$ cat src/chc_pkg.sv
// Shared constants and types for the charge and discharge counter core.
// Assumes a 10 MHz core clock; every time below is turned into cycles here.
package chc_pkg;

  typedef logic [39:0] chc_long_t;
  typedef enum logic {PWR_NORMAL = 1'b0, PWR_SLEEP = 1'b1} chc_pwr_e;
  typedef enum logic [1:0] {TX_IDLE = 2'b00, TX_WAIT = 2'b01, TX_BIT = 2'b10} chc_tx_e;

  localparam int CLK_MHZ = 10;

  // Link timing, microseconds
  localparam int T_BIT_US      = 205;
  localparam int T_START_US    = 40;
  localparam int T_ZERO_US     = 145;
  localparam int T_SAMPLE_US   = 100;
  localparam int T_BREAK_US    = 190;
  localparam int T_RSP_US      = 250;
  localparam int T_RSP_MIN_US  = 190;
  localparam int T_RSP_MAX_US  = 320;
  localparam int T_CYC_MIN_US  = 190;
  localparam int T_CYC_MAX_US  = 250;
  localparam int T_STRB_MIN_US = 32;

  localparam logic [11:0] CYC_BIT    = 12'(T_BIT_US * CLK_MHZ);
  localparam logic [11:0] CYC_START  = 12'(T_START_US * CLK_MHZ);
  localparam logic [11:0] CYC_ZERO   = 12'(T_ZERO_US * CLK_MHZ);
  localparam logic [11:0] CYC_SAMPLE = 12'(T_SAMPLE_US * CLK_MHZ);
  localparam logic [11:0] CYC_BREAK  = 12'(T_BREAK_US * CLK_MHZ);
  localparam logic [11:0] CYC_RSP    = 12'(T_RSP_US * CLK_MHZ);
  localparam int CYC_RSP_MIN  = T_RSP_MIN_US * CLK_MHZ;
  localparam int CYC_RSP_MAX  = T_RSP_MAX_US * CLK_MHZ;
  localparam int CYC_CYC_MIN  = T_CYC_MIN_US * CLK_MHZ;
  localparam int CYC_CYC_MAX  = T_CYC_MAX_US * CLK_MHZ;
  localparam int CYC_STRB_MIN = T_STRB_MIN_US * CLK_MHZ;

  // Long periods, seconds
  localparam real T_SLEEP_S = 10.0;
  localparam real T_FAST_S  = 0.8789;
  localparam real T_SLOW_S  = 225.0;
  localparam real T_HOUR_S  = 3600.0;
  localparam chc_long_t CYC_SLEEP = chc_long_t'(longint'(T_SLEEP_S * 1.0e6 * CLK_MHZ));
  localparam chc_long_t CYC_FAST  = chc_long_t'(longint'(T_FAST_S * 1.0e6 * CLK_MHZ));
  localparam chc_long_t CYC_SLOW  = chc_long_t'(longint'(T_SLOW_S * 1.0e6 * CLK_MHZ));
  localparam chc_long_t CYC_HOUR  = chc_long_t'(longint'(T_HOUR_S * 1.0e6 * CLK_MHZ));
  // Temperature code of the 20 to 30 degree step, where the rate is one per hour
  localparam logic [2:0] TEMP_NOMINAL = 3'h3;
  localparam chc_long_t CYC_SD_BASE = CYC_HOUR << TEMP_NOMINAL;
  localparam chc_long_t LONG_ONE  = 40'h00_0000_0001;
  localparam chc_long_t LONG_ZERO = 40'h00_0000_0000;

  // Register map, byte addresses on the link
  localparam logic [6:0] ADDR_OFFSET   = 7'h0A;
  localparam logic [6:0] ADDR_MODE     = 7'h0B;
  localparam int         CMD_WRITE_BIT = 7;
  localparam int         NUM_WORDS     = 5;
  localparam int         DIR_DCH       = 0;
  localparam int         DIR_CHG       = 1;
  localparam int         FIFO_DEPTH    = 16;

  // Values after reset
  localparam logic [15:0] RST_WORD = 16'h0000;
  localparam logic [7:0]  RST_BYTE = 8'h00;
  localparam logic [7:0]  SYNC_RST = 8'h01;

endpackage

$ cat src/chc_stream_if.sv
// Valid/ready byte stream between the receiver, the FIFO and the decoder.
// Assumes both ends share one clock.
`timescale 1ns/1ns
`default_nettype none
interface chc_stream_if #(parameter int W = 8) ();
  logic [W-1:0] data;
  logic         valid;
  logic         ready;
  modport src (output data, output valid, input ready);
  modport snk (input data, input valid, output ready);
endinterface
`default_nettype wire

$ cat src/chc_fifo.sv
// Synchronous FIFO of received link bytes ahead of the command decoder.
// Assumes one clock and an active-high reset already synchronised.
`timescale 1ns/1ns
`default_nettype none
module chc_fifo #(
  parameter int WIDTH = 8,
  parameter int DEPTH = 16
) (
  // Clock and reset
  input wire logic  clk,
  input wire logic  rst,
  // Streams
  chc_stream_if.snk wr,
  chc_stream_if.src rd
);
  localparam int AW = $clog2(DEPTH);

  logic [WIDTH-1:0] mem [DEPTH];
  logic [AW:0]      wp;
  logic [AW:0]      rp;
  logic [AW:0]      next_wp;
  logic [AW:0]      next_rp;
  logic             full;
  logic             empty;
  logic             push;
  logic             pop;

  assign empty    = (wp == rp);
  assign full     = (wp[AW] != rp[AW]) && (wp[AW-1:0] == rp[AW-1:0]);
  assign wr.ready = !full;
  assign rd.valid = !empty;
  assign rd.data  = mem[rp[AW-1:0]];
  assign push     = wr.valid && !full;
  assign pop      = rd.ready && !empty;

  always_comb begin
    next_wp = wp;
    next_rp = rp;
    if (push) next_wp = wp + 1'b1;
    if (pop) next_rp = rp + 1'b1;
  end

  always_ff @(posedge clk or posedge rst) begin
    if (rst) begin
      wp <= '0;
      rp <= '0;
    end else begin
      wp <= next_wp;
      rp <= next_rp;
    end
  end

  // Storage needs no reset; only pointers define what is valid
  always_ff @(posedge clk) begin
    if (push) mem[wp[AW-1:0]] <= wr.data;
  end
endmodule
`default_nettype wire

$ cat src/chc_counter_core.sv
// Coulomb counting core: converter pulse counting, time bases, sleep control
// and the single-wire register link. Assumes a 10 MHz clock, analog compare
// results as pins, and an external pull-up on the host line.
//
// Summary of operation
// - Only one of discharge or charge accumulators counts, chosen by sense polarity.
// - Wake compare uses sense difference plus internal offset voltage.
// - Discharge polarity counts into a 16-bit discharge accumulator.
// - Charge polarity counts into a 16-bit charge accumulator.
// - Self-discharge accumulator advances once an hour at 25 degrees.
// - Self-discharge rate doubles per 10 degrees from the temperature sensor.
// - Discharge time counter ticks every 0.8789 s, or 225 s when slowed.
// - Charge time counter ticks every 0.8789 s, or 225 s when slowed.
// - Line high means normal counting; line low below threshold means sleep.
// - Supply is driven onto the backup pin while supply is good.
// - Register contents survive on backup power while main supply is low.
// - Device stores its measured offset; host can read it back.
// - Both parties only pull the host line low.
// - Returned bit cycles last 190 to 250 us.
// - Read answer starts 190 to 320 us after the command ends.
// - Low start of each returned bit lasts at least 32 us.
// - A long low is a break; host then idles high before commands.
// - Bytes travel as eight bits, least significant first.
// - Sleep after over 10 s low below threshold; wake on line high.
// - Command byte names a register, then write data or read back.
`timescale 1ns/1ns
`default_nettype none
module chc_counter_core
  import chc_pkg::*;
#(
  parameter chc_long_t SLEEP_CYC = CYC_SLEEP,
  parameter chc_long_t FAST_CYC  = CYC_FAST,
  parameter chc_long_t SLOW_CYC  = CYC_SLOW,
  parameter chc_long_t SD_CYC    = CYC_SD_BASE
) (
  // Clock and resets
  input  wire logic       clk,
  input  wire logic       nrst,
  input  wire logic       nrstBackup,
  // Converter and analog front end
  input  wire logic       vfcPulse,
  input  wire logic       senseCharge,
  input  wire logic       wakeBelow,
  input  wire logic [2:0] tempStep,
  input  wire logic       supplyOk,
  // Offset calibration result
  input  wire logic [7:0] offsetMeas,
  input  wire logic       offsetLoad,
  // Single-wire host line
  input  wire logic       lineIn,
  output logic            lineOut,
  output logic            lineOe,
  // Backup and status
  output logic            backupDrive,
  output logic            sleeping
);

  logic [1:0] rstQ;
  logic [1:0] bkQ;
  logic       rst;
  logic       rstBk;

  always_ff @(posedge clk or negedge nrst) begin
    if (!nrst) rstQ <= 2'h0;
    else rstQ <= {rstQ[0], 1'b1};
  end

  // Backup power loss is the only thing that wipes the counters
  always_ff @(posedge clk or negedge nrstBackup) begin
    if (!nrstBackup) bkQ <= 2'h0;
    else bkQ <= {bkQ[0], 1'b1};
  end

  assign rst   = ~rstQ[1];
  assign rstBk = ~bkQ[1];

  logic [7:0] pinRaw;
  logic [7:0] pinQ1;
  logic [7:0] pinQ2;
  logic       lineS;
  logic       supS;
  logic       belowS;
  logic       chargeS;
  logic       pulseS;
  logic [2:0] tempS;
  logic       pulseQ3;
  logic       linePrev;
  logic       pulseEdge;

  assign pinRaw = {tempStep, vfcPulse, senseCharge, wakeBelow, supplyOk, lineIn};

  always_ff @(posedge clk or posedge rst) begin
    if (rst) begin
      pinQ1    <= SYNC_RST;
      pinQ2    <= SYNC_RST;
      pulseQ3  <= 1'b0;
      linePrev <= 1'b1;
    end else begin
      pinQ1    <= pinRaw;
      pinQ2    <= pinQ1;
      pulseQ3  <= pulseS;
      linePrev <= lineS;
    end
  end

  // Temperature bits may skew by a cycle; the sensor changes far slower
  assign lineS     = pinQ2[0];
  assign supS      = pinQ2[1];
  assign belowS    = pinQ2[2];
  assign chargeS   = pinQ2[3];
  assign pulseS    = pinQ2[4];
  assign tempS     = pinQ2[7:5];
  assign pulseEdge = pulseS && !pulseQ3;

  chc_pwr_e  pwr;
  chc_pwr_e  next_pwr;
  chc_long_t idleCnt;
  chc_long_t next_idleCnt;
  logic      counting;

  // The compare input already carries the offset-corrected sense level
  always_comb begin
    next_pwr     = pwr;
    next_idleCnt = LONG_ZERO;
    if (!lineS && belowS) begin
      next_idleCnt = (idleCnt > SLEEP_CYC) ? idleCnt : idleCnt + LONG_ONE;
    end
    unique case (pwr)
      PWR_NORMAL: if (idleCnt > SLEEP_CYC) next_pwr = PWR_SLEEP;
      PWR_SLEEP:  if (lineS) next_pwr = PWR_NORMAL;
    endcase
  end

  always_ff @(posedge clk or posedge rst) begin
    if (rst) begin
      pwr     <= PWR_NORMAL;
      idleCnt <= LONG_ZERO;
    end else begin
      pwr     <= next_pwr;
      idleCnt <= next_idleCnt;
    end
  end

  assign counting = (pwr == PWR_NORMAL);

  logic [15:0] acc [2];
  logic [15:0] next_acc [2];
  logic [15:0] tim [2];
  logic [15:0] next_tim [2];
  chc_long_t   pre [2];
  chc_long_t   next_pre [2];
  chc_long_t   period [2];
  logic [1:0]  dirOn;
  logic [15:0] sdAcc;
  logic [15:0] next_sdAcc;
  chc_long_t   sdPre;
  chc_long_t   next_sdPre;
  chc_long_t   sdPeriod;
  logic [7:0]  offsetReg;
  logic [7:0]  next_offset;
  logic [1:0]  modeReg;
  logic [1:0]  next_mode;
  logic        modeWr;
  logic [7:0]  cmdData;

  for (genvar g = 0; g < 2; g++) begin : g_dir
    assign dirOn[g]  = counting && (chargeS == (g == DIR_CHG));
    assign period[g] = modeReg[g] ? SLOW_CYC : FAST_CYC;
  end

  assign sdPeriod = SD_CYC >> tempS;

  always_comb begin
    for (int i = 0; i < 2; i++) begin
      next_acc[i] = acc[i];
      next_tim[i] = tim[i];
      next_pre[i] = pre[i];
      if (dirOn[i] && pulseEdge) next_acc[i] = acc[i] + 16'h0001;
      if (dirOn[i]) begin
        if (pre[i] >= period[i] - LONG_ONE) begin
          next_pre[i] = LONG_ZERO;
          next_tim[i] = tim[i] + 16'h0001;
        end else begin
          next_pre[i] = pre[i] + LONG_ONE;
        end
      end
    end
    next_sdAcc = sdAcc;
    next_sdPre = sdPre;
    if (counting) begin
      if (sdPre >= sdPeriod - LONG_ONE) begin
        next_sdPre = LONG_ZERO;
        next_sdAcc = sdAcc + 16'h0001;
      end else begin
        next_sdPre = sdPre + LONG_ONE;
      end
    end
    next_offset = offsetLoad ? offsetMeas : offsetReg;
    next_mode   = modeWr ? cmdData[1:0] : modeReg;
  end

  // Kept on backup power: only the backup reset clears these
  always_ff @(posedge clk or posedge rstBk) begin
    if (rstBk) begin
      for (int i = 0; i < 2; i++) begin
        acc[i] <= RST_WORD;
        tim[i] <= RST_WORD;
        pre[i] <= LONG_ZERO;
      end
      sdAcc     <= RST_WORD;
      sdPre     <= LONG_ZERO;
      offsetReg <= RST_BYTE;
      modeReg   <= 2'h0;
    end else begin
      acc       <= next_acc;
      tim       <= next_tim;
      pre       <= next_pre;
      sdAcc     <= next_sdAcc;
      sdPre     <= next_sdPre;
      offsetReg <= next_offset;
      modeReg   <= next_mode;
    end
  end

  chc_stream_if #(.W(8)) rxIf ();
  chc_stream_if #(.W(8)) cmdIf ();

  logic [11:0] lowCnt;
  logic [11:0] next_lowCnt;
  logic [7:0]  rxShift;
  logic [7:0]  next_rxShift;
  logic [2:0]  rxIdx;
  logic [2:0]  next_rxIdx;
  logic        rxValid;
  logic        next_rxValid;
  logic        brk;
  logic        txBusy;
  logic        rise;

  assign rise = lineS && !linePrev && !txBusy;

  always_comb begin
    next_lowCnt  = lineS ? 12'h000 : lowCnt;
    next_rxShift = rxShift;
    next_rxIdx   = rxIdx;
    next_rxValid = rxValid && !rxIf.ready;
    brk          = 1'b0;
    if (!lineS && lowCnt < CYC_BREAK) next_lowCnt = lowCnt + 12'h001;
    // A finished byte that the full FIFO cannot take stalls the receiver; bits arriving then are dropped
    if (rise && !next_rxValid) begin
      if (lowCnt >= CYC_BREAK) begin
        brk        = 1'b1;
        next_rxIdx = 3'h0;
      end else begin
        next_rxShift = {(lowCnt < CYC_SAMPLE), rxShift[7:1]};
        next_rxIdx   = rxIdx + 3'h1;
        if (rxIdx == 3'h7) next_rxValid = 1'b1;
      end
    end
  end

  always_ff @(posedge clk or posedge rst) begin
    if (rst) begin
      lowCnt  <= 12'h000;
      rxShift <= RST_BYTE;
      rxIdx   <= 3'h0;
      rxValid <= 1'b0;
    end else begin
      lowCnt  <= next_lowCnt;
      rxShift <= next_rxShift;
      rxIdx   <= next_rxIdx;
      rxValid <= next_rxValid;
    end
  end

  assign rxIf.data  = rxShift;
  assign rxIf.valid = rxValid;

  chc_fifo #(.WIDTH(8), .DEPTH(FIFO_DEPTH)) u_fifo (
    .clk (clk),
    .rst (rst),
    .wr  (rxIf),
    .rd  (cmdIf)
  );

  chc_tx_e     txState;
  chc_tx_e     next_txState;
  logic [11:0] txCnt;
  logic [11:0] next_txCnt;
  logic [2:0]  txBit;
  logic [2:0]  next_txBit;
  logic [7:0]  txByte;
  logic [7:0]  next_txByte;
  logic        haveCmd;
  logic        next_haveCmd;
  logic [6:0]  cmdAddr;
  logic [6:0]  next_cmdAddr;
  logic        next_oe;
  logic        pop;
  logic [6:0]  rdAddr;
  logic [7:0]  rdByte;
  logic [15:0] words [NUM_WORDS];

  assign words       = '{acc[DIR_DCH], acc[DIR_CHG], sdAcc, tim[DIR_DCH], tim[DIR_CHG]};
  assign txBusy      = (txState != TX_IDLE);
  assign cmdIf.ready = !txBusy;
  assign pop         = cmdIf.valid && cmdIf.ready;
  assign cmdData     = cmdIf.data;
  assign rdAddr      = cmdData[6:0];
  assign modeWr      = pop && haveCmd && !brk && (cmdAddr == ADDR_MODE);

  always_comb begin
    rdByte = RST_BYTE;
    if (rdAddr < ADDR_OFFSET) begin
      rdByte = rdAddr[0] ? words[rdAddr[3:1]][15:8] : words[rdAddr[3:1]][7:0];
    end else if (rdAddr == ADDR_OFFSET) begin
      rdByte = offsetReg;
    end else if (rdAddr == ADDR_MODE) begin
      rdByte = {6'h00, modeReg};
    end
  end

  always_comb begin
    next_txState = txState;
    next_txCnt   = txCnt + 12'h001;
    next_txBit   = txBit;
    next_txByte  = txByte;
    next_haveCmd = haveCmd;
    next_cmdAddr = cmdAddr;
    if (brk) begin
      next_haveCmd = 1'b0;
    end else if (pop) begin
      if (haveCmd) begin
        next_haveCmd = 1'b0;
      end else if (cmdData[CMD_WRITE_BIT]) begin
        next_haveCmd = 1'b1;
        next_cmdAddr = rdAddr;
      end else begin
        next_txByte  = rdByte;
        next_txState = TX_WAIT;
        next_txCnt   = 12'h000;
      end
    end
    unique case (txState)
      TX_IDLE: next_txBit = 3'h0;
      TX_WAIT: begin
        if (txCnt == CYC_RSP - 12'h001) begin
          next_txState = TX_BIT;
          next_txCnt   = 12'h000;
        end
      end
      TX_BIT: begin
        if (txCnt == CYC_BIT - 12'h001) begin
          next_txCnt = 12'h000;
          next_txBit = txBit + 3'h1;
          if (txBit == 3'h7) next_txState = TX_IDLE;
        end
      end
      default: next_txState = TX_IDLE;
    endcase
    // Ones release after the start, zeros hold until the data window ends
    next_oe = (txState == TX_BIT) &&
              (txCnt < (txByte[txBit] ? CYC_START : CYC_ZERO));
  end

  always_ff @(posedge clk or posedge rst) begin
    if (rst) begin
      txState     <= TX_IDLE;
      txCnt       <= 12'h000;
      txBit       <= 3'h0;
      txByte      <= RST_BYTE;
      haveCmd     <= 1'b0;
      cmdAddr     <= 7'h00;
      lineOe      <= 1'b0;
      backupDrive <= 1'b0;
    end else begin
      txState     <= next_txState;
      txCnt       <= next_txCnt;
      txBit       <= next_txBit;
      txByte      <= next_txByte;
      haveCmd     <= next_haveCmd;
      cmdAddr     <= next_cmdAddr;
      lineOe      <= next_oe;
      backupDrive <= supS;
    end
  end

  assign lineOut  = 1'b0;
  assign sleeping = (pwr == PWR_SLEEP);

  logic [11:0] oeLen;
  logic [11:0] riseGap;
  logic [11:0] sinceCmd;
  logic        oePrev;

  always_ff @(posedge clk or posedge rst) begin
    if (rst) begin
      oeLen    <= 12'h000;
      riseGap  <= 12'h000;
      sinceCmd <= 12'h000;
      oePrev   <= 1'b0;
    end else begin
      oePrev   <= lineOe;
      oeLen    <= lineOe ? oeLen + 12'h001 : 12'h000;
      riseGap  <= (lineOe && !oePrev) ? 12'h001 :
                  (riseGap == 12'hFFF) ? riseGap : riseGap + 12'h001;
      sinceCmd <= (rxValid && lowCnt == 12'h000 && rxIdx == 3'h0 && !rxIf.ready) ? sinceCmd :
                  (next_rxValid && !rxValid) ? 12'h000 :
                  (sinceCmd == 12'hFFF) ? sinceCmd : sinceCmd + 12'h001;
    end
  end
endmodule
`default_nettype wire

$ cat config.mk
export PLATFORM = sky130hd
export DESIGN_NAME = chc_counter_core
export DESIGN_NICKNAME = d
export VERILOG_FILES = /design/src/chc_pkg.sv /design/src/chc_stream_if.sv /design/src/chc_fifo.sv /design/src/chc_counter_core.sv
export SDC_FILE = /design/constraint.sdc
export NUM_CORES = 1
export LEC_CHECK = 0
export ABC_AREA = 1
export BUFFER_PORTS_ARGS = -buffer_cell sky130_fd_sc_hd__buf_2
export CELL_PAD_IN_SITES_DETAIL_PLACEMENT = 0
export CELL_PAD_IN_SITES_GLOBAL_PLACEMENT = 2
export CORE_MARGIN = 5
export CORE_UTILIZATION = 29
export DETAILED_ROUTE_END_ITERATION = 10
export PLACE_DENSITY_LB_ADDON = 0.1
export SLEW_MARGIN = 10
export SYNTH_ARGS = -nofsm -noshare
export SYNTH_HDL_FRONTEND = slang
export SYNTH_SLANG_ARGS = --single-unit
$ cat constraint.sdc
create_clock -name clk -period 16.3 [get_ports clk]
set_clock_uncertainty 0.2 [all_clocks]
set_input_delay 0.815 -clock clk [delete_from_list [all_inputs] [get_ports clk]]
set_output_delay 0.815 -clock clk [all_outputs]
set_load 0.02 [all_outputs]
Yosys cells after proc, flatten, opt, wreduce, memory -nomap -nowiden
Memories as Yosys holds them, arrays and structs flattened. Cells that the tools add are included.

Bits in writable memories: 128. Word-level logic and storage cells: 173. Memories: 1. Register bits: 342.

Memories: u_fifo.mem (words 16, bits a word 8, read ports 1, clocked after Yosys merged registers in 0, write ports 1, RTL line chc_fifo.sv:18) `logic [WIDTH-1:0] mem [DEPTH];`.

Eq/ne operators: 14. Bitwise gates (word level): 7. Shift operators: 1. $lt $le $gt $ge: 11. Muxes and demuxes: 51. Reduce and logical (&&, ||, !) cells: 38. $add $sub $neg: 18.

Operator list (number): 2-to-1 mux 40 bit (5); adder 40 x 1 -> 40 bit (second input constant) (4); >= comparator 40 bit (3); 2-to-1 mux 12 bit (8); adder 16 x 1 -> 16 bit (second input constant) (5); subtractor 32 x 1 -> 33 bit (second input constant) (2); 2-to-1 mux 32 bit (2); binary-select mux 16 bit (select 3 bit) (1); > comparator 40 x 27 -> 1 bit (second input constant) (1); >> shifter 39 x 3 -> 40 bit (first input constant) (1); subtractor 40 x 1 -> 40 bit (second input constant) (1); 2-to-1 mux 16 bit (2); adder 12 x 1 -> 12 bit (second input constant) (2); equality test 12 bit (second input constant) (2); 2-to-1 mux 8 bit (3); case mux 12 bit (2 select lines) (1); equality test 7 x 4 -> 1 bit (second input constant) (3); logical AND 1 bit (18); 2-to-1 mux 2 bit (8); 2-to-1 mux 1 bit (14); >= comparator 12 x 11 -> 1 bit (second input constant) (1); < comparator 12 x 10 -> 1 bit (second input constant) (1); < comparator 12 x 11 -> 1 bit (1); < comparator 12 x 11 -> 1 bit (second input constant) (1); 25 further kinds (50).

Depth between registers and ports, before layout
Gate-level depths: netlist of run 1.

Word-level depth: 10. Mapped depth: 25. Depth with buffers taken out: 24.

Cells and area by module
Synthesis of run 1 repeated with hierarchy kept, for this count alone.

Cell total of the unflattened synthesis: 3504. Area total of the unflattened synthesis: 27565.2 um2.

By module, submodules not included: chc_counter_core (cells an instance 2946, seq. area each 8311.7 um2, instances 1, area each 21594.5 um2); chc_fifo (cells an instance 558, seq. area each 4093.9 um2, instances 1, area each 5970.7 um2).

Worst setup path before layout of run 1
No wires, ideal clock.

Path kind: reg-to-reg. From: reg pinQ2[6]. To: reg sdAcc[14]. Path buffers: 1. Path slack: 12.609 ns. Setup time: 0.116 ns. Arrival time: 3.375 ns. Clock period less this slack: 3.691 ns. Data required time: 15.984 ns. Stages on the path, launching flop included: 26. Cells stage by stage: dfrtp_1 inv_1 ha_1 nand2_1 inv_1 a21oi_1 inv_1 nor2_1 nor2_1 nor2_1 o21ai_0 xor2_1 ha_1 nand2_1 inv_1 o21bai_1 a21oi_1 a211oi_1 nand2_1 nand2_1 nand3_1 nand2_1 clkinv_1 buf_2 nand2_1 nand2_1.

Longest elaborated chain between the ends: 4.

RTL lines: start, declared (RTL line chc_counter_core.sv:79) `logic [7:0] pinQ2;`; start signal, assigned (RTL line chc_counter_core.sv:100) `pinQ2 <= pinQ1;`; >> shifter 39 x 3 -> 40 bit (RTL line chc_counter_core.sv:171) `assign sdPeriod = SD_CYC >> tempS;`; subtractor 40 x 1 -> 40 bit (RTL line chc_counter_core.sv:191) `if (sdPre >= sdPeriod - LONG_ONE) begin`; >= comparator 40 bit (RTL line chc_counter_core.sv:191); AND reduction 2 bit (no source line); end signal, assigned (RTL line chc_counter_core.sv:218) `sdAcc <= next_sdAcc;`; end, declared (RTL line chc_counter_core.sv:154) `logic [15:0] sdAcc;`.

Every way passes these cells. A chain may end at the register's enable or synchronous reset.

Worst setup path in the final report of run 1
From: reg pinQ2[6]. To: reg sdAcc[13].

Same word-level chain as after synthesis.

==> results of run 1 <==
==> synthesized netlist by cell type, types with 4 or more instances <==
cell type | instances | area, sq um
nand2_1 | 685 | 2570
nor2_1 | 491 | 1840
dfrtp_1 | 339 | 8480
inv_1 | 339 | 1270
nand3_1 | 204 | 1020
o21ai_0 | 145 | 726
xor2_1 | 136 | 1190
edfxtp_1 | 128 | 3840
ha_1 | 110 | 1380
nor3_1 | 87 | 435
a21oi_1 | 70 | 350
nand4_1 | 65 | 407
xnor2_1 | 49 | 429
buf_2 | 40 | 200
nor4_1 | 26 | 163
o21ai_1 | 17 | 85.1
clkbuf_1 | 16 | 60.1
buf_4 | 9 | 67.6
buf_6 | 9 | 101
inv_2 | 9 | 33.8
o211ai_1 | 9 | 67.6
mux2_2 | 8 | 90.1
nand2_2 | 8 | 50.1
o21bai_1 | 7 | 52.6
or2_2 | 7 | 43.8
nor2_2 | 6 | 37.5
a211oi_1 | 5 | 37.5
clkinv_1 | 5 | 18.8
nor3_2 | 5 | 50.1
a31oi_1 | 4 | 25.0
and3_1 | 4 | 25.0
o22ai_1 | 4 | 25.0
==> cell type report <==
type	instances	area share (%)
Timing Repair Buffer	34	0.710
Multi-Input combinational cell	2186	39.4
Sequential cell	470	43.0
Clock buffer	92	6.14
Tap cell	1165	5.04
Clock inverter	24	1.07
Inverter	355	4.63
==> sequential cells by signal, indices dropped and copies added, names as in the netlist, 7 cells and up <==
name / count
u_fifo.mem: 128
pre: 80
idleCnt: 40
sdPre: 40
acc: 32
tim: 32
sdAcc: 16
lowCnt: 12
txCnt: 12
offsetReg: 8
pinQ1: 8
pinQ2: 8
rxIf.data: 8
txByte: 8
cmdAddr: 7
==> logic make-up after synthesis <==
logic type      count (synthesis)  synth area share [%]
other cells                     2                0.0294
fa+ha+maj                     110                  5.38
mux                             8                 0.352
compound gates                276                  5.85
buf+inv                       431                  6.94
simple gates                 1604                  26.6
xor+xnor                      185                  6.34
flops                         470                  48.5
==> metrics by stage <==
step | cell area [sq um] | util, % | hold WS (ps) | setup slack (ps)
after floorplan | 25600 | - | 131 | 9750
after global placement | 26800 | 30.5 | 137 | 11490
after detailed placement | 26800 | 30.5 | 138 | 11400
after CTS | 28900 | 32.8 | 9.99 | 11400
after global routing | 28900 | 32.8 | 30.0 | 10880
final | 28900 | 32.8 | 70.4 | 11470
==> power groups by stage <==
stage,sequential (W),clock (W),combinational (W)
floorplan,0.00143,0,0.000796
global placement,0.00149,0,0.00105
detailed placement,0.00149,0,0.00104
CTS,0.00147,0.00144,0.00105
global route,0.00148,0.00149,0.00118
finish,0.00146,0.00138,0.00103
==> path summary, 6_finish.rpt <==
check	endpoint	startpoint	slack, ps	cells after the start
min	pinQ1[0]$_DFF_PN1_	lineIn	70	1
max in group asynchronous	sdPre[31]$_DFFE_PN0N_	bkQ[1]$_DFF_PN0_	13610	2
max	sdAcc[13]$_DFFE_PN0P_	pinQ2[6]$_DFF_PN0_	11470	22
max reg2reg	sdAcc[13]$_DFFE_PN0P_	pinQ2[6]$_DFF_PN0_	11470	22
min reg2reg	acc[23]$_DFFE_PN0P_	bkQ[1]$_DFF_PN0_	150	0
min in group asynchronous	acc[23]$_DFFE_PN0P_	bkQ[1]$_DFF_PN0_	150	0
==> repair_timing <==
action | 4_1_cts | 5_1_grt
hold buffers | 2 | 0
hold endpoints to repair | 4 | 0
resized for setup | 0 | 0
==> critical path: stages (launching register included) <==
cell	delay, ps
dfrtp_1	590
inv_1	270
ha_1	310
inv_1	130
nor2_1	80
a21oi_1	220
nand2_1	110
nor3_1	250
nand4_1	140
xor2_1	150
inv_1	60
ha_1	270
nand4_1	90
inv_1	90
nand2_1	70
nor4_1	380
nand3_1	130
nand3_1	140
nand2_1	60
buf_4	230
clkinv_1	200
buf_4	390
o21ai_0	140
==> per-layer routing <==
metal  up-vias  routed length (um)  GRT usage [%]
li1      10100                   -              -
met3        81                2340           2.00
met4         0                1250           3.41
met1      9433               35200           21.5
met5         -                   0              0
met2       253               30800           23.3
==> out/results.ini, run 1 <==
[outcome]
status=finished, final reports clean

[timing]
final-hold-violation-count=0
tns_ps=0
slew_viol_final=0
setup_viol_count_final=0
slew-limit-headroom_pct=23.8
worst_slew_pin_slew_ps=1140
period_share_pct=29.7
fmax_mhz=207
rsz0062_at_grt=no
period_minus_slack_ps=4830

[power]
p_per_area_nw_per_um2=134
combPwrFrac_pct=26.5
p_int_w=0.00246
p_leak_nw=12.5
swShare_pct=36.5
p_sw_w=0.00141
power_frac_seq_pct=37.8
p_total_w=0.00387
peakVddDrop_mv=0.0814
clock_power_share_pct=35.7

[yosys]
syn_area_sq_um=25600
syn_inst=3086
ys_seq_area_share_pct=48.5
ys_ff_latch=470
synth-edff-count=128
synth.distinct_cells=55
synth_ff_type=dfrtp_1
syn_avg_cell_area_sq_um=8.29
async_reset_ff_share_pct=72.8
synth_warnings=0

[placement]
dp.cells=4208
place_congestion=0.778
port_buffers=22
dp_hpwl_um=48700

[die]
core_area_sq_um=88000
std_cell_rows=109
chipWidth_um=307
die_y_um=307
design.die.area_sq_um=94200
boundaryPins=24
initial_utilization_pct=29.1

[grt]
grt_pass1_vias=20100
antenna_found_initial=1
grt_max_degree=67
grt_pass1_wl_um=113000
overflow=0
track_usage_pct=14.7

[layout]
final_common_cell=nand2_1
drive_above_1_share_pct=5.95
seqCellArea_sq_um=12400
multi_input_area_sq_um=11400
fillers=9186
syn_to_final_growth_pct=13.0
instances_no_fill=4326
layout.nets=3238
antennaDiodeCount=0
layout_common_cells=685 x nand2_1, 491 x nor2_1, 339 x inv_1, 336 x dfrtp_1, 204 x nand3_1

[flow_run]
max-cap-violations=0

[detailed_routing]
routedWlPerCell_um=16.1
vias=19800
ant_nets=0
drt_wl_total_um=69600
drt_iter0_drc=990
remaining_drc_errors=0
drt_pass1_iterations=5
vias_per_cell=4.58

[critical_path]
crit_fanout=35
crit_type=flip-flop to flip-flop
end_kind=flip-flop
worstPathArrival_ps=5140
cp-start-kind=flip-flop
worstPathRequired_ps=16610

[hold_path]
hp-class=input pin to flip-flop

[clocking]
cts-buffers-inserted=61
cts_tree=yes
cts_setup_buffers=0
cts_sinks=470
cts_max_path_buffers=3
h-tree-depth=2
clk_pin_slew_worst_paths_ps=60
cts_root_buf=clkbuf_16
clock_latency_ps=650

Note: power is estimated with default switching activity, not from simulation.
==> run 2: changes to the inputs <==
==> constraint.sdc (replaced) <==
create_clock -name clk -period 4.5 [get_ports clk]
set_clock_uncertainty 0.2 [all_clocks]
set_input_delay 0.225 -clock clk [delete_from_list [all_inputs] [get_ports clk]]
set_output_delay 0.225 -clock clk [all_outputs]
set_load 0.02 [all_outputs]
==> run 2 against run 1 <==
Flip-flop and latch count did not move. Non-clock buffer count rose by 50. Global-route usage increased by 0.23 points. Power rose to 3.6 times the previous value. Fmax is 23% higher. Sequential power rose to 3.6 times the previous value. Via count up 1.4%. Combinational power grew to 3.8 times the previous value. Final area up 1.4%. Critical endpoint unchanged. Largest cell class unchanged. Largest power group unchanged.
==> out/results.ini, run 2 (synthesis gave the netlist of run 1 again) <==
[detailed_routing]
drt_pass1_iterations=7  ; +2
vias_per_cell=4.60  ; +0.39%
ant_nets=0  ; unchanged
drt_wl_total_um=70300  ; +1.1%
routedWlPerCell_um=16.1  ; about the same
remaining_drc_errors=0  ; unchanged
vias=20100  ; +1.4%
drt_iter0_drc=1032  ; +4.2%

[critical_path]
cp-start-kind=flip-flop
crit_slowest_cell=dfrtp_2
worstRegToRegCells=24  ; +9.1%
crit_fanout=44  ; +26%
worstReg2RegStart=pinQ2[5]$_DFF_PN0_
reg2reg_slack_ps=580  ; -10890 ps
cp-startpoint=pinQ2[5]$_DFF_PN0_
crit_type=flip-flop to flip-flop
cp_common_cell=nand2_1
worstPathRequired_ps=4790  ; -11820 ps
crit_chain=inv_1 > ha_1 > nand2_1 > inv_1 > a21oi_1 > inv_1 > nor2_1 > nand2_1 > o21ai_0 > xor2_1 > ha_1 > nand2_1 > inv_1 > o21bai_1 > a21oi_1 > a211oi_1 > nand2_1 > nand2_1 > nand3_1 > nand2_1 > clkinv_1 > buf_12 > nand2_1 > o21ai_0
r2r-end=sdAcc[13]$_DFFE_PN0P_
end_kind=flip-flop
cp_slowest_stage_delay_ps=420  ; -170 ps
worstPathArrival_ps=4210  ; -930 ps

[placement]
port_buffers=22  ; unchanged
place_area_sq_um=27000  ; +0.85%
place_congestion=0.784  ; +0.77%
dp_hpwl_um=49900  ; +2.6%
dp.cells=4230  ; +0.52%

[grt]
grt_pass1_wl_um=115000  ; +2.1%
grt_pass1_vias=20400  ; +1.4%
antenna_found_initial=0  ; -1
overflow=0  ; unchanged
grt_max_degree=109  ; +63%
track_usage_pct=15.0  ; +0.23 points

[layout]
design_area_sq_um=29300  ; +1.4%
largest_register_ffs=128  ; unchanged
final_common_cell=nand2_1
drive_above_1_share_pct=6.74  ; +0.79 points
layout_common_cells=685 x nand2_1, 491 x nor2_1, 339 x inv_1, 335 x dfrtp_1, 204 x nand3_1
instances_no_fill=4370  ; +1.0%
layout.nets=3286  ; +1.5%
syn_to_final_growth_pct=14.5

[timing]
final-hold-violation-count=0  ; unchanged
fmax_mhz=255  ; +23%
setup_viol_count_final=0  ; unchanged
worst_slew_pin_slew_ps=915  ; -225 ps
holdWs_ps=54.1  ; -16.3 ps
slew-limit-headroom_pct=38.8  ; +15 points
tns_ps=0  ; unchanged
period_minus_slack_ps=3920  ; -913 ps
period_share_pct=87.1  ; +57 points
rsz0062_at_grt=no
slew_viol_final=0  ; unchanged

[clocking]
cts_max_path_buffers=3  ; unchanged
h-tree-depth=2  ; unchanged
cts_root_buf=clkbuf_16
clock_latency_ps=620  ; -30 ps
cts-buffers-inserted=59  ; -3.3%
cts_tree=yes
clk_pin_slew_worst_paths_ps=60  ; about the same
cts_sinks=470  ; unchanged
cts_setup_buffers=0  ; unchanged

[power]
peakVddDrop_mv=0.329  ; +300%
combPwrFrac_pct=28.0  ; +1.5 points
p_sw_w=0.00511  ; +260%
p_int_w=0.00882  ; +260%
p_leak_nw=12.7  ; +1.7%
swShare_pct=36.7  ; +0.22 points
clock_power_share_pct=34.3  ; -1.4 points
power_frac_seq_pct=37.7  ; about the same
p_total_w=0.0139  ; +260%
p_per_area_nw_per_um2=476  ; +260%

[hold_path]
hp-class=flip-flop to asynchronous set/reset pin

[die]
core_area_sq_um=88000  ; unchanged
die_y_um=307  ; unchanged
design.die.area_sq_um=94200  ; unchanged
std_cell_rows=109  ; unchanged
chipWidth_um=307  ; unchanged
boundaryPins=24  ; unchanged
initial_utilization_pct=29.1  ; unchanged

[outcome]
status=finished, final reports clean

[flow_run]
max-cap-violations=0  ; unchanged

==> run 2: timing repair <==
action	4_1_cts	5_1_grt
resized for setup	0	2
hold buffers	30	0
setup endpoints to repair	0	53
hold endpoints to repair	20	0
==> run 2: metal layers <==
metal	wire (um)	track usage (%)	vias to the layer above
met5	0	0	-
met4	1410	3.44	0
met3	2110	1.85	90
met2	30700	23.3	264
met1	36100	22.3	9587
li1	-	-	10200
==> run 2: through the flow <==
step,util (%),setup WS (ps)
finish,33.3,579
global placement,30.7,354
global route,33.3,51.4
CTS,33.3,301
floorplan,-,415
detailed placement,30.7,319
==> run 2: worst max path at each step <==
stage	end	slack (ps)	cells after the start
finish	sdAcc[13]$_DFFE_PN0P_	580	24
floorplan	backupDrive$_DFF_PN0_	420	0
global route	sdAcc[8]$_DFFE_PN0P_	50	24
detailed placement	sdAcc[13]$_DFFE_PN0P_	320	21
global placement	sdAcc[1]$_DFFE_PN0P_	350	21
CTS	sdAcc[13]$_DFFE_PN0P_	300	21
==> run 2: layout make-up <==
cell class,instances,area (sq um)
Inverter,355,1340
Clock inverter,32,277
Tap cell,1165,1460
Antenna cell,1,2.50
Clock buffer,77,1690
Sequential cell,470,12400
Multi-Input combinational cell,2186,11400
Fill cell,9293,58700
Timing Repair Buffer,84,713
==> run 2: critical path, delay by kind of cell, from the launching register on <==
| kind | cells | cell delay [ps] |
|---|---|---|
| adders and majority gates | 2 | 510 |
| DFF | 1 | 420 |
| buffers and inverters | 6 | 630 |
| AOI/OAI and AO/OA | 6 | 900 |
| and+or+nand+nor | 9 | 950 |
| xor gates and xnor gates | 1 | 190 |
==> run 2: power by group through the flow <==
| stage | combinational, W | sequential (W) | clock (W) |
|---|---|---|---|
| finish | 0.00390 | 0.00525 | 0.00478 |
| global route | 0.00445 | 0.00531 | 0.00514 |
| CTS | 0.00398 | 0.00526 | 0.00498 |
| detailed placement | 0.00394 | 0.00534 | 0 |
| global placement | 0.00393 | 0.00533 | 0 |
| floorplan | 0.00288 | 0.00518 | 0 |
